`config.mk`:
```
export PLATFORM = sky130hd
export DESIGN_NAME = mfc_top
export DESIGN_NICKNAME = d
export VERILOG_FILES = /design/src/hdl/mfc_pkg.sv /design/src/hdl/mfc_ct_channel.sv /design/src/hdl/mfc_top.sv
export SDC_FILE = /design/constraint.sdc
export NUM_CORES = 2
export LEC_CHECK = 0
export ABC_AREA = 1
export BUFFER_PORTS_ARGS = -buffer_cell sky130_fd_sc_hd__buf_2
export CELL_PAD_IN_SITES_DETAIL_PLACEMENT = 1
export CELL_PAD_IN_SITES_GLOBAL_PLACEMENT = 2
export CORE_ASPECT_RATIO = 0.75
export CORE_MARGIN = 2
export CORE_UTILIZATION = 42
export CTS_BUF_LIST = sky130_fd_sc_hd__clkbuf_4
export CTS_CLUSTER_SIZE = 28
export DETAILED_ROUTE_END_ITERATION = 7
export PLACE_DENSITY_LB_ADDON = 0.1
export SLEW_MARGIN = 20
export SYNTH_ARGS = -nofsm -noshare
export SYNTH_HDL_FRONTEND = slang
export SYNTH_SLANG_ARGS = --single-unit
```
`constraint.sdc`:
```
create_clock -name i_core_clk -period 44 [get_ports i_core_clk]
set_clock_uncertainty 0.15 [all_clocks]
set_input_delay 4.4 -clock i_core_clk [delete_from_list [all_inputs] [get_ports i_core_clk]]
set_output_delay 4.4 -clock i_core_clk [all_outputs]
set_load 0.02 [all_outputs]
```
`src/hdl/mfc_pkg.sv`:
```
// mfc_pkg: register map, field positions, reset values and carrier types
// assumes: 32-bit register port with byte offsets, one core clock
package mfc_pkg;
  localparam int DW = 32;
  localparam int AW = 8;
  localparam int NCT = 3;
  localparam int NEDGE = 4;
  localparam int NWIN = 2;
  localparam int CT_MODE_W = 3;
  localparam int IRQ_W = 10;
  localparam int FUNC_W = 5;
  localparam int PRE_W = 2;
  localparam logic [PRE_W-1:0] PRE_LAST = 2'h3;
  localparam logic [AW-1:0] OFS_FUNC = 8'h00;
  localparam logic [AW-1:0] OFS_STATUS = 8'h04;
  localparam logic [AW-1:0] OFS_IRQ_EN = 8'h08;
  localparam logic [AW-1:0] OFS_IRQ_STAT = 8'h0C;
  localparam logic [AW-1:0] OFS_DIV = 8'h10;
  localparam logic [AW-1:0] OFS_MEAS = 8'h14;
  localparam logic [AW-1:0] OFS_TBASE = 8'h18;
  localparam logic [AW-1:0] OFS_GATE = 8'h1C;
  localparam logic [AW-1:0] OFS_DOUT = 8'h20;
  localparam logic [AW-1:0] OFS_EDGE_POL = 8'h24;
  localparam logic [AW-1:0] OFS_WIN_RES = 8'h28;
  localparam logic [AW-1:0] OFS_CT_MODE = 8'h30;
  localparam logic [AW-1:0] OFS_CT_COUNT = 8'h40;
  localparam logic [AW-1:0] OFS_EDGE_CNT = 8'h50;
  localparam int FUNC_LSB = 0;
  localparam int FUNC_CLKSEL = 2;
  localparam int FUNC_EXTCLK = 3;
  localparam int FUNC_EDGE_SET = 4;
  localparam int GATE_SW_LSB = 0;
  localparam int GATE_HW_LSB = 3;
  localparam int IRQ_CT_LSB = 0;
  localparam int IRQ_WIN_LSB = 3;
  localparam int IRQ_EDGE_LSB = 5;
  localparam int IRQ_SW_BIT = 9;
  localparam int ST_IN_LSB = 2;
  localparam logic [FUNC_W-1:0] FUNC_RST = 5'h00;
  localparam logic [DW-1:0] DIV_RST = 32'h0000_0009;
  localparam logic [CT_MODE_W-1:0] CT_M0 = 3'h0;
  localparam logic [CT_MODE_W-1:0] CT_M1 = 3'h1;
  localparam logic [CT_MODE_W-1:0] CT_M2 = 3'h2;
  localparam logic [CT_MODE_W-1:0] CT_M3 = 3'h3;
  localparam logic [CT_MODE_W-1:0] CT_M4 = 3'h4;
  localparam logic [CT_MODE_W-1:0] CT_M5 = 3'h5;
  typedef enum logic [1:0] {FN_STOPWATCH, FN_COUNTER, FN_WINDOW, FN_EDGE} mfc_func_t;
  typedef struct packed {logic g; logic f; logic e; logic d; logic c; logic b; logic a;} mfc_field_in_t;
  typedef struct packed {logic [1:0] oe; logic [2:0] lvl;} mfc_field_out_t;
endpackage : mfc_pkg

```
`src/hdl/mfc_ct_channel.sv`:
```
// mfc_ct_channel: one binary down counter with six output modes
// assumes: tick, gate and strobes are on the core clock, one cycle pulses
`timescale 1ns/10ps
module mfc_ct_channel #(
  parameter int CNT_W = mfc_pkg::DW
) (
  input wire logic i_core_clk,
  input wire logic i_reset,
  input wire logic i_tick,
  input wire logic i_gate,
  input wire logic i_cfg,
  input wire logic i_load,
  input wire logic [mfc_pkg::CT_MODE_W-1:0] i_mode,
  input wire logic [CNT_W-1:0] i_count,
  output logic [CNT_W-1:0] o_count,
  output logic o_out,
  output logic o_tc
);
  import mfc_pkg::*;

  if (CNT_W < 2) begin : g_bad_width
    $error("counter width below 2");
  end

  logic [CNT_W-1:0] reload_count_ff;
  logic [CNT_W-1:0] cnt_ff;
  logic pend_ff, run_ff, wrap_ff, out_ff, tc_ff, gate_q_ff;
  logic trig_mode, gate_ok, low_start, gate_rise;

  assign trig_mode = (i_mode == CT_M1) || (i_mode == CT_M5);
  assign gate_ok = trig_mode || i_gate;
  assign low_start = (i_mode == CT_M0) || (i_mode == CT_M1);
  assign gate_rise = i_gate && !gate_q_ff;
  assign o_count = cnt_ff;
  assign o_out = out_ff;
  assign o_tc = tc_ff;

  always_ff @(posedge i_core_clk or posedge i_reset) begin
    if (i_reset) begin
      gate_q_ff <= 1'b0;
      reload_count_ff <= '0;
    end else begin
      gate_q_ff <= i_gate;
      if (i_load) begin
        reload_count_ff <= i_count;
      end
    end
  end

  // a write arms the channel in modes 0, 2, 3 and 4, a gate rise in modes 1 and 5; the value lands on the next tick
  always_ff @(posedge i_core_clk or posedge i_reset) begin
    if (i_reset) begin
      cnt_ff <= '0;
      pend_ff <= 1'b0;
      run_ff <= 1'b0;
      wrap_ff <= 1'b0;
      out_ff <= 1'b0;
      tc_ff <= 1'b0;
    end else begin
      tc_ff <= 1'b0;
      if (i_cfg) begin
        out_ff <= !low_start;
        run_ff <= 1'b0;
        pend_ff <= 1'b0;
        wrap_ff <= 1'b0;
      end else if (i_load) begin
        pend_ff <= !trig_mode;
        out_ff <= !low_start;
      end else begin
        if (i_tick) begin
          if (pend_ff) begin
            cnt_ff <= reload_count_ff;
            pend_ff <= 1'b0;
            run_ff <= 1'b1;
            wrap_ff <= 1'b0;
            out_ff <= !low_start;
          end else if (wrap_ff) begin
            out_ff <= 1'b1;
            wrap_ff <= 1'b0;
          end else if (run_ff && gate_ok) begin
            case (i_mode)
              CT_M0, CT_M1: begin
                if (cnt_ff <= 1) begin
                  cnt_ff <= '0;
                  out_ff <= 1'b1;
                  tc_ff <= 1'b1;
                  run_ff <= 1'b0;
                end else begin
                  cnt_ff <= cnt_ff - 1'b1;
                end
              end
              CT_M2, CT_M3: begin
                // reload to value plus one so a period spans value plus two ticks
                if (cnt_ff == 0) begin
                  cnt_ff <= reload_count_ff + 1'b1;
                  out_ff <= 1'b1;
                end else begin
                  cnt_ff <= cnt_ff - 1'b1;
                  if (i_mode == CT_M2) begin
                    out_ff <= (cnt_ff != 1);
                  end else begin
                    out_ff <= (cnt_ff - 1'b1) > (reload_count_ff >> 1);
                  end
                  tc_ff <= (cnt_ff == 1);
                end
              end
              CT_M4, CT_M5: begin
                if (cnt_ff == 0) begin
                  out_ff <= 1'b0;
                  tc_ff <= 1'b1;
                  run_ff <= 1'b0;
                  wrap_ff <= 1'b1;
                end else begin
                  cnt_ff <= cnt_ff - 1'b1;
                end
              end
              default: begin
                cnt_ff <= cnt_ff;
              end
            endcase
          end
        end
        if (trig_mode && gate_rise) begin
          pend_ff <= 1'b1;
        end
      end
    end
  end
endmodule : mfc_ct_channel

```
`src/hdl/mfc_top.sv`:
```
// mfc_top: multifunction counter module, one function active at a time
// assumes: field pins and the 10 MHz source are asynchronous, host port on core clock
`timescale 1ns/10ps
module mfc_top (
  input wire logic i_core_clk,
  input wire logic i_reset,
  input wire logic [mfc_pkg::AW-1:0] i_addr,
  input wire logic [mfc_pkg::DW-1:0] i_wdata,
  input wire logic i_wr,
  input wire logic i_rd,
  output logic [mfc_pkg::DW-1:0] o_rdata,
  input wire logic i_osc_10m,
  input wire mfc_pkg::mfc_field_in_t i_field,
  output mfc_pkg::mfc_field_out_t o_field,
  output logic o_irq
);
  import mfc_pkg::*;

  function automatic logic hit(input logic [AW-1:0] a, input logic [AW-1:0] ofs);
    return a == ofs;
  endfunction : hit

  // pins and oscillator: bits 0..6 are a..g, bit 7 is the 10 MHz source
  logic [7:0] sy1_ff, sy2_ff, sy3_ff;
  logic [7:0] pin_rise, pin_fall;
  logic [PRE_W-1:0] pre_ff;
  logic osc_tick, div4_tick, base_tick, ct_tick;

  logic [FUNC_W-1:0] func_ff;
  logic [DW-1:0] div_ff;
  logic [IRQ_W-1:0] ien_ff, ist_ff, irq_set;
  logic [2:0] sw_gate_ff, gsel_ff, dout_ff;
  logic [CT_MODE_W-1:0] ct_mode_ff [NCT];
  logic [NEDGE-1:0] edge_pol_ff;
  mfc_func_t fn;

  logic [DW-1:0] tb_ff;
  logic tb_pulse;
  logic [DW-1:0] meas_ff, sw_res_ff;
  logic sw_run_ff, sw_start, sw_stop;
  logic win_act_ff, win_start, win_stop;
  logic [DW-1:0] windowed_pulse_count_ff [NWIN];
  logic [DW-1:0] win_res_ff [NWIN];
  logic [DW-1:0] edge_cnt_ff [NEDGE];
  logic [NEDGE-1:0] edge_ev, edge_wr, edge_zero;
  logic edge_out_ff;

  logic [NCT-1:0] ct_out, ct_tc, gate_vec;
  logic [DW-1:0] ct_count [NCT];

  logic [DW-1:0] rd_val, rdata_ff;
  mfc_field_out_t field_ff;
  logic irq_ff;

  assign fn = mfc_func_t'(func_ff[FUNC_LSB +: 2]);
  assign o_rdata = rdata_ff;
  assign o_field = field_ff;
  assign o_irq = irq_ff;

  // the first stage feeds only the second; edges compare stage two and three
  always_ff @(posedge i_core_clk or posedge i_reset) begin
    if (i_reset) begin
      sy1_ff <= 8'h00;
      sy2_ff <= 8'h00;
      sy3_ff <= 8'h00;
    end else begin
      sy1_ff <= {i_osc_10m, i_field};
      sy2_ff <= sy1_ff;
      sy3_ff <= sy2_ff;
    end
  end

  assign pin_rise = sy2_ff & ~sy3_ff;
  assign pin_fall = ~sy2_ff & sy3_ff;
  assign osc_tick = pin_rise[7];

  always_ff @(posedge i_core_clk or posedge i_reset) begin
    if (i_reset) begin
      pre_ff <= '0;
    end else begin
      pre_ff <= pre_ff + 1'b1;
    end
  end

  assign div4_tick = (pre_ff == PRE_LAST);
  assign base_tick = func_ff[FUNC_CLKSEL] ? osc_tick : 1'b1;
  assign ct_tick = func_ff[FUNC_CLKSEL] ? osc_tick : div4_tick;

  // host-written control registers
  always_ff @(posedge i_core_clk or posedge i_reset) begin
    if (i_reset) begin
      func_ff <= FUNC_RST;
      div_ff <= DIV_RST;
      ien_ff <= '0;
      sw_gate_ff <= '0;
      gsel_ff <= '0;
      dout_ff <= '0;
      edge_pol_ff <= '0;
    end else if (i_wr) begin
      if (hit(i_addr, OFS_FUNC)) func_ff <= i_wdata[FUNC_W-1:0];
      if (hit(i_addr, OFS_DIV)) div_ff <= i_wdata;
      if (hit(i_addr, OFS_IRQ_EN)) ien_ff <= i_wdata[IRQ_W-1:0];
      if (hit(i_addr, OFS_GATE)) begin
        sw_gate_ff <= i_wdata[GATE_SW_LSB +: 3];
        gsel_ff <= i_wdata[GATE_HW_LSB +: 3];
      end
      if (hit(i_addr, OFS_DOUT)) dout_ff <= i_wdata[2:0];
      if (hit(i_addr, OFS_EDGE_POL)) edge_pol_ff <= i_wdata[NEDGE-1:0];
    end
  end

  always_ff @(posedge i_core_clk or posedge i_reset) begin
    if (i_reset) begin
      for (int k = 0; k < NCT; k++) ct_mode_ff[k] <= CT_M0;
    end else if (i_wr) begin
      for (int k = 0; k < NCT; k++) begin
        if (hit(i_addr, OFS_CT_MODE + AW'(4 * k))) ct_mode_ff[k] <= i_wdata[CT_MODE_W-1:0];
      end
    end
  end

  // time base: reading it never touches it; a start event restarts it
  assign sw_start = (fn == FN_STOPWATCH) && pin_rise[2];
  assign sw_stop = (fn == FN_STOPWATCH) && pin_rise[3] && sw_run_ff && !sw_start;
  assign tb_pulse = base_tick && (tb_ff == 0) && !sw_start;

  always_ff @(posedge i_core_clk or posedge i_reset) begin
    if (i_reset) begin
      tb_ff <= DIV_RST;
    end else if (sw_start) begin
      tb_ff <= div_ff;
    end else if (base_tick) begin
      tb_ff <= (tb_ff == 0) ? div_ff : tb_ff - 1'b1;
    end
  end

  // stopwatch measuring timer
  always_ff @(posedge i_core_clk or posedge i_reset) begin
    if (i_reset) begin
      meas_ff <= '0;
      sw_res_ff <= '0;
      sw_run_ff <= 1'b0;
    end else if (sw_start) begin
      meas_ff <= '0;
      sw_run_ff <= 1'b1;
    end else if (sw_stop) begin
      sw_res_ff <= meas_ff;
      sw_run_ff <= 1'b0;
    end else if (sw_run_ff && tb_pulse) begin
      meas_ff <= meas_ff + 1'b1;
    end
  end

  // window: software gate bit 0 runs it, each time-base pulse toggles start/stop
  assign win_start = (fn == FN_WINDOW) && sw_gate_ff[0] && tb_pulse && !win_act_ff;
  assign win_stop = (fn == FN_WINDOW) && tb_pulse && win_act_ff;

  always_ff @(posedge i_core_clk or posedge i_reset) begin
    if (i_reset) begin
      win_act_ff <= 1'b0;
      for (int k = 0; k < NWIN; k++) begin
        windowed_pulse_count_ff[k] <= '0;
        win_res_ff[k] <= '0;
      end
    end else begin
      if (win_start) win_act_ff <= 1'b1;
      if (win_stop) win_act_ff <= 1'b0;
      for (int k = 0; k < NWIN; k++) begin
        if (win_start) begin
          windowed_pulse_count_ff[k] <= '0;
        end else if (win_stop) begin
          win_res_ff[k] <= windowed_pulse_count_ff[k];
        end else if (win_act_ff && pin_rise[k]) begin
          windowed_pulse_count_ff[k] <= windowed_pulse_count_ff[k] + 1'b1;
        end
      end
    end
  end

  // edge counters: a preload write beats an edge in the same cycle
  always_comb begin
    for (int k = 0; k < NEDGE; k++) begin
      edge_ev[k] = (fn == FN_EDGE) && (edge_pol_ff[k] ? pin_fall[k] : pin_rise[k]);
      edge_wr[k] = i_wr && hit(i_addr, OFS_EDGE_CNT + AW'(4 * k));
      edge_zero[k] = edge_ev[k] && !edge_wr[k] && (edge_cnt_ff[k] == 1);
    end
  end

  always_ff @(posedge i_core_clk or posedge i_reset) begin
    if (i_reset) begin
      for (int k = 0; k < NEDGE; k++) edge_cnt_ff[k] <= '0;
    end else begin
      for (int k = 0; k < NEDGE; k++) begin
        if (edge_wr[k]) begin
          edge_cnt_ff[k] <= i_wdata;
        end else if (edge_ev[k] && edge_cnt_ff[k] != 0) begin
          edge_cnt_ff[k] <= edge_cnt_ff[k] - 1'b1;
        end
      end
    end
  end

  always_ff @(posedge i_core_clk or posedge i_reset) begin
    if (i_reset) begin
      edge_out_ff <= 1'b0;
    end else if (|edge_zero) begin
      edge_out_ff <= func_ff[FUNC_EDGE_SET];
    end
  end

  // counter/timer channels; channel 0 never takes a field pin as clock, only the div4 tick or the 10 MHz source
  for (genvar k = 0; k < NCT; k++) begin : g_ct
    logic tick_k;
    assign gate_vec[k] = gsel_ff[k] ? sy2_ff[4 + k] : sw_gate_ff[k];
    if (k == 0) begin : g_int
      assign tick_k = (fn == FN_COUNTER) && ct_tick;
    end else begin : g_ext
      assign tick_k = (fn == FN_COUNTER) && (func_ff[FUNC_EXTCLK] ? pin_rise[1 + k] : ct_tick);
    end
    mfc_ct_channel #(.CNT_W(DW)) u_ct (
      .i_core_clk(i_core_clk),
      .i_reset(i_reset),
      .i_tick(tick_k),
      .i_gate(gate_vec[k]),
      .i_cfg(i_wr && hit(i_addr, OFS_CT_MODE + AW'(4 * k))),
      .i_load(i_wr && hit(i_addr, OFS_CT_COUNT + AW'(4 * k))),
      .i_mode(ct_mode_ff[k]),
      .i_count(i_wdata),
      .o_count(ct_count[k]),
      .o_out(ct_out[k]),
      .o_tc(ct_tc[k])
    );
  end

  // sticky status: a new event wins over a write-one clear in the same cycle
  assign irq_set = {sw_stop, edge_zero, {NWIN{win_stop}}, ct_tc};

  always_ff @(posedge i_core_clk or posedge i_reset) begin
    if (i_reset) begin
      ist_ff <= '0;
    end else begin
      if (i_wr && hit(i_addr, OFS_IRQ_STAT)) begin
        ist_ff <= (ist_ff & ~i_wdata[IRQ_W-1:0]) | irq_set;
      end else begin
        ist_ff <= ist_ff | irq_set;
      end
    end
  end

  always_ff @(posedge i_core_clk or posedge i_reset) begin
    if (i_reset) begin
      irq_ff <= 1'b0;
    end else begin
      irq_ff <= |(ist_ff & ien_ff);
    end
  end

  always_comb begin
    rd_val = '0;
    case (i_addr)
      OFS_FUNC: rd_val = DW'(func_ff);
      OFS_STATUS: rd_val = DW'({gate_vec, ct_out, ~sy2_ff[6:4], win_act_ff, sw_run_ff});
      OFS_IRQ_EN: rd_val = DW'(ien_ff);
      OFS_IRQ_STAT: rd_val = DW'(ist_ff);
      OFS_DIV: rd_val = div_ff;
      OFS_MEAS: rd_val = sw_res_ff;
      OFS_TBASE: rd_val = tb_ff;
      OFS_GATE: rd_val = DW'({gsel_ff, sw_gate_ff});
      OFS_DOUT: rd_val = DW'(dout_ff);
      OFS_EDGE_POL: rd_val = DW'(edge_pol_ff);
      default: rd_val = '0;
    endcase
    for (int k = 0; k < NCT; k++) begin
      if (hit(i_addr, OFS_CT_MODE + AW'(4 * k))) rd_val = DW'(ct_mode_ff[k]);
      if (hit(i_addr, OFS_CT_COUNT + AW'(4 * k))) rd_val = ct_count[k];
    end
    for (int k = 0; k < NWIN; k++) begin
      if (hit(i_addr, OFS_WIN_RES + AW'(4 * k))) rd_val = win_res_ff[k];
    end
    for (int k = 0; k < NEDGE; k++) begin
      if (hit(i_addr, OFS_EDGE_CNT + AW'(4 * k))) rd_val = edge_cnt_ff[k];
    end
  end

  always_ff @(posedge i_core_clk or posedge i_reset) begin
    if (i_reset) begin
      rdata_ff <= '0;
    end else begin
      rdata_ff <= i_rd ? rd_val : '0;
    end
  end

  // pins a and b are outputs only while the active function drives them
  always_ff @(posedge i_core_clk or posedge i_reset) begin
    if (i_reset) begin
      field_ff <= '0;
    end else begin
      case (fn)
        FN_STOPWATCH: field_ff <= '{oe: 2'h3, lvl: dout_ff};
        FN_COUNTER: field_ff <= '{oe: 2'h3, lvl: ct_out};
        FN_WINDOW: field_ff <= '{oe: 2'h0, lvl: {dout_ff[2], 2'h0}};
        FN_EDGE: field_ff <= '{oe: 2'h0, lvl: {edge_out_ff, 2'h0}};
        default: field_ff <= '0;
      endcase
    end
  end
endmodule : mfc_top

```
==> impl_metrics.env <==
export IMPL_hold_slack_ns=0.1821
export IMPL_cts_sinks=704
export IMPL_clock_latency_ns=1.29
export IMPL_ys_async_sr_fraction_pct=100.0
export IMPL_dieArea_um2=111800
export IMPL_tightest_slew_ns=1.181
export IMPL_crit_family="buffers and inverters"
export IMPL_viasPerCell=5.934
export IMPL_cts_tree="built"
export IMPL_io_pins=90
export IMPL_cp_slowest_cell="buf_4"
export IMPL_ys_seq_area_share_pct=38.46
export IMPL_rsz0062_at_grt="no"
export IMPL_power_mw=1.726
export IMPL_cts_resized=0
export IMPL_holdBufCountCts=0
export IMPL_synth_cell_types=82
export IMPL_dpl_hpwl_mm=161.8
export IMPL_final_cells=7874
export IMPL_synth_seq_cells=704
export IMPL_timing_final_ws_setup_ns=37.26
export IMPL_clk_pin_slew_worst_paths_ns=0.07
export IMPL_ir_drop_uv=21.31
export IMPL_cp_data_arrival_time_ns=7.71
export IMPL_synth_flop_cell="dfrtp_1"
export IMPL_period_needed_ns=6.737
export IMPL_postRouteWirelength_mm=213.9
export IMPL_hold_class="reg -> reg"
export IMPL_antenna_found_initial=21
export IMPL_power_density_nw_per_um2=34.55
export IMPL_die_x_um=385.4
export IMPL_fmax_mhz=148.4
export IMPL_grt_ovfl_total=0
export IMPL_cp_max_fo=68
export IMPL_pre_cts_slack_ns=36.09
export IMPL_leakagePower_nw=22.80
export IMPL_initial_core_util_pct=42.53
export IMPL_die_h_um=290.0
export IMPL_crit_path_start_kind="input port"
export IMPL_gp_congestion=0.9992
export IMPL_syn_area_um2=45820
export IMPL_tns_ns=0
export IMPL_drc=0
export IMPL_drtPass1Iterations=6
export IMPL_fin_area_um2=49960
export IMPL_grt_max_degree=163
export IMPL_outcome="finished clean"
export IMPL_clock_root_buffer="clkbuf_4"
export IMPL_criticalPathCategory="in -> reg"
export IMPL_fillers=13650
export IMPL_track_usage_pct=38.09
export IMPL_port_buffers=89
export IMPL_max_slew_margin_rel_pct=21.17
export IMPL_placed_cells=7516
export IMPL_synth_edff_count=0
export IMPL_syn_num_nets=6337
export IMPL_crit_required_ns=44.97
export IMPL_finalCritPeriodShare_pct=15.31
export IMPL_worstPathCellList="buf_2 -> inv_1 -> nand4_1 -> nor2_4 -> inv_2 -> nor2_4 -> buf_4 -> nor2_1 -> nand2_1 -> nor3_4 -> buf_4 -> inv_4 -> a21oi_1 -> o21ai_0 -> o21ai_0"
export IMPL_coreArea_um2=107700
export IMPL_setup_violations=0
export IMPL_crit_buf_inv=6
export IMPL_cpPeakStageDelay_ns=0.55
export IMPL_wl_per_cell_um=27.16
export IMPL_postCtsSetupRepairBufs=0
export IMPL_end_kind="register"
export IMPL_final_util_pct=46.37
export IMPL_hold_viol=0
export IMPL_grt_pass1_wl_mm=316.2
export IMPL_grt_pass1_vias=46850
export IMPL_antenna_left=0
export IMPL_htreeDepth=4
export IMPL_placed_area_um2=47480
export IMPL_via_count=46730
export IMPL_drive_above_1_share_pct=11.81
export IMPL_maxCapViolCount=0
export IMPL_row_count=104
export IMPL_drt_iter0_markers=5007
export IMPL_clock_path_buffers=3
export IMPL_synth_area_per_cell_um2=7.431
export IMPL_cts_buffers=193
export IMPL_yosys_warnings=0
export IMPL_finalMaxSlewViolations=0
export IMPL_nNetsFinal=6451
export IMPL_syn_inst=6166
export IMPL_area_delta_synth_final_pct=9.044
-- cells in the mapped netlist, types with 59 or more instances --
cell	instances	area, um^2
nor4_1	69	431.7
dfrtp_1	700	17520
nor3_1	143	715.7
o21ai_0	607	3038
nor2_1	625	2346
nor2_2	64	400.4
o211ai_1	104	780.8
xor2_1	214	1874
clkbuf_1	141	529.3
nand2_1	1280	4805
nand3_1	210	1051
ha_1	119	1489
o21ai_1	69	345.3
nand4_1	158	988.5
o22ai_1	70	437.9
a21oi_1	311	1556
inv_1	693	2601
inv_2	59	221.5
-- where the power goes --
part | leakage (nW) | internal [mW] | switching [mW]
combinational | 12.9 | 0.0955 | 0.244
sequential | 8.48 | 0.687 | 0.0655
clock | 1.45 | 0.301 | 0.333
total | 22.8 | 1.08 | 0.643
-- layout by cell type, fill, tap and decap left out, types with 64 or more instances in the layout --
cell type / n
nor2_1: 622
nor2_2: 64
nand3_1: 209
dfrtp_1: 700
buf_2: 89
xor2_1: 214
nor4_1: 69
nor3_1: 143
o22ai_1: 70
o21ai_0: 607
nand4_1: 158
o211ai_1: 104
nand2_1: 1279
inv_1: 691
a21oi_1: 311
ha_1: 119
o21ai_1: 69
clkbuf_4: 273
-- cell families (layout without fill, tap and decap cells) --
kind of cell,Yosys count,in the layout,synth area share (%)
XOR/XNOR,249,249,4.792
flip-flops,704,704,38.46
AND/OR/NAND/NOR,2731,2731,27.36
AO/OA/AOI/OAI,1375,1375,17.39
other,0,15,0
adder cells (fa/ha/maj),119,119,3.250
multiplexers,16,16,0.3932
buffers and inverters,972,1234,8.359
-- area by class of cell --
| class | count | area (um^2) | share of cell area (%) |
|---|---|---|---|
| Clock buffer | 273 | 2049 | 4.102 |
| Tap cell | 1431 | 1790 | 3.584 |
| Sequential cell | 704 | 17620 | 35.27 |
| Inverter | 756 | 2850 | 5.705 |
| Antenna cell | 15 | 37.54 | 0.07513 |
| Clock inverter | 70 | 394.1 | 0.7888 |
| Multi-Input combinational cell | 4490 | 24420 | 48.87 |
| Timing Repair Buffer | 135 | 803.3 | 1.608 |
-- routing by layer --
metal	vias up	wire (um)	track usage, %
met2	1931	91450	55.53
met3	417	18370	8.916
met5	-	11	0
met4	2	10400	18.09
li1	21040	-	-
met1	23340	93660	53.01
-- registers in the layout, indices dropped and copies added, names as in the netlist, 4 cells and up --
register,count
ist_ff,10
win_res_ff,64
edge_pol_ff,4
sy1_ff,8
g_ct.u_ct.o_count,96
sw_res_ff,32
o_field,4
o_rdata,32
ien_ff,10
div_ff,32
windowed_pulse_count_ff,64
tb_ff,32
sy3_ff,5
meas_ff,32
sy2_ff,8
g_ct.u_ct.reload_count_ff,96
func_ff,5
ct_mode_ff,9
edge_cnt_ff,128
-- path summary, 6_finish.rpt --
| path | from | end | slack [ns] | cells past startpoint |
|---|---|---|---|---|
| worst max-delay path | i_addr[5] | g_ct[0].u_ct.o_count[26] | 37.26 | 15 |
| worst min-delay path | sy1_ff[6] | sy2_ff[6] | 0.18 | 0 |
| max in group asynchronous | i_reset | g_ct[2].u_ct.reload_count_ff[8] | 37.53 | 5 |
| worst max register to register | g_ct[0].u_ct.o_count[0] | g_ct[0].u_ct.o_out | 39.53 | 23 |
| worst min register to register | sy1_ff[6] | sy2_ff[6] | 0.18 | 0 |
| min in group asynchronous | i_reset | win_res_ff[23] | 3.05 | 2 |
-- worst register-to-register path, delay by kind of cell (launching register included) --
family / cells / cell delay (ns)
AND/OR/NAND/NOR: 16 / 2.46
flip-flops: 1 / 0.53
adder cells (fa/ha/maj): 2 / 0.53
buffers and inverters: 3 / 0.35
XOR/XNOR: 1 / 0.27
AO/OA/AOI/OAI: 1 / 0.13
Note: power is estimated with default switching activity, not from simulation.
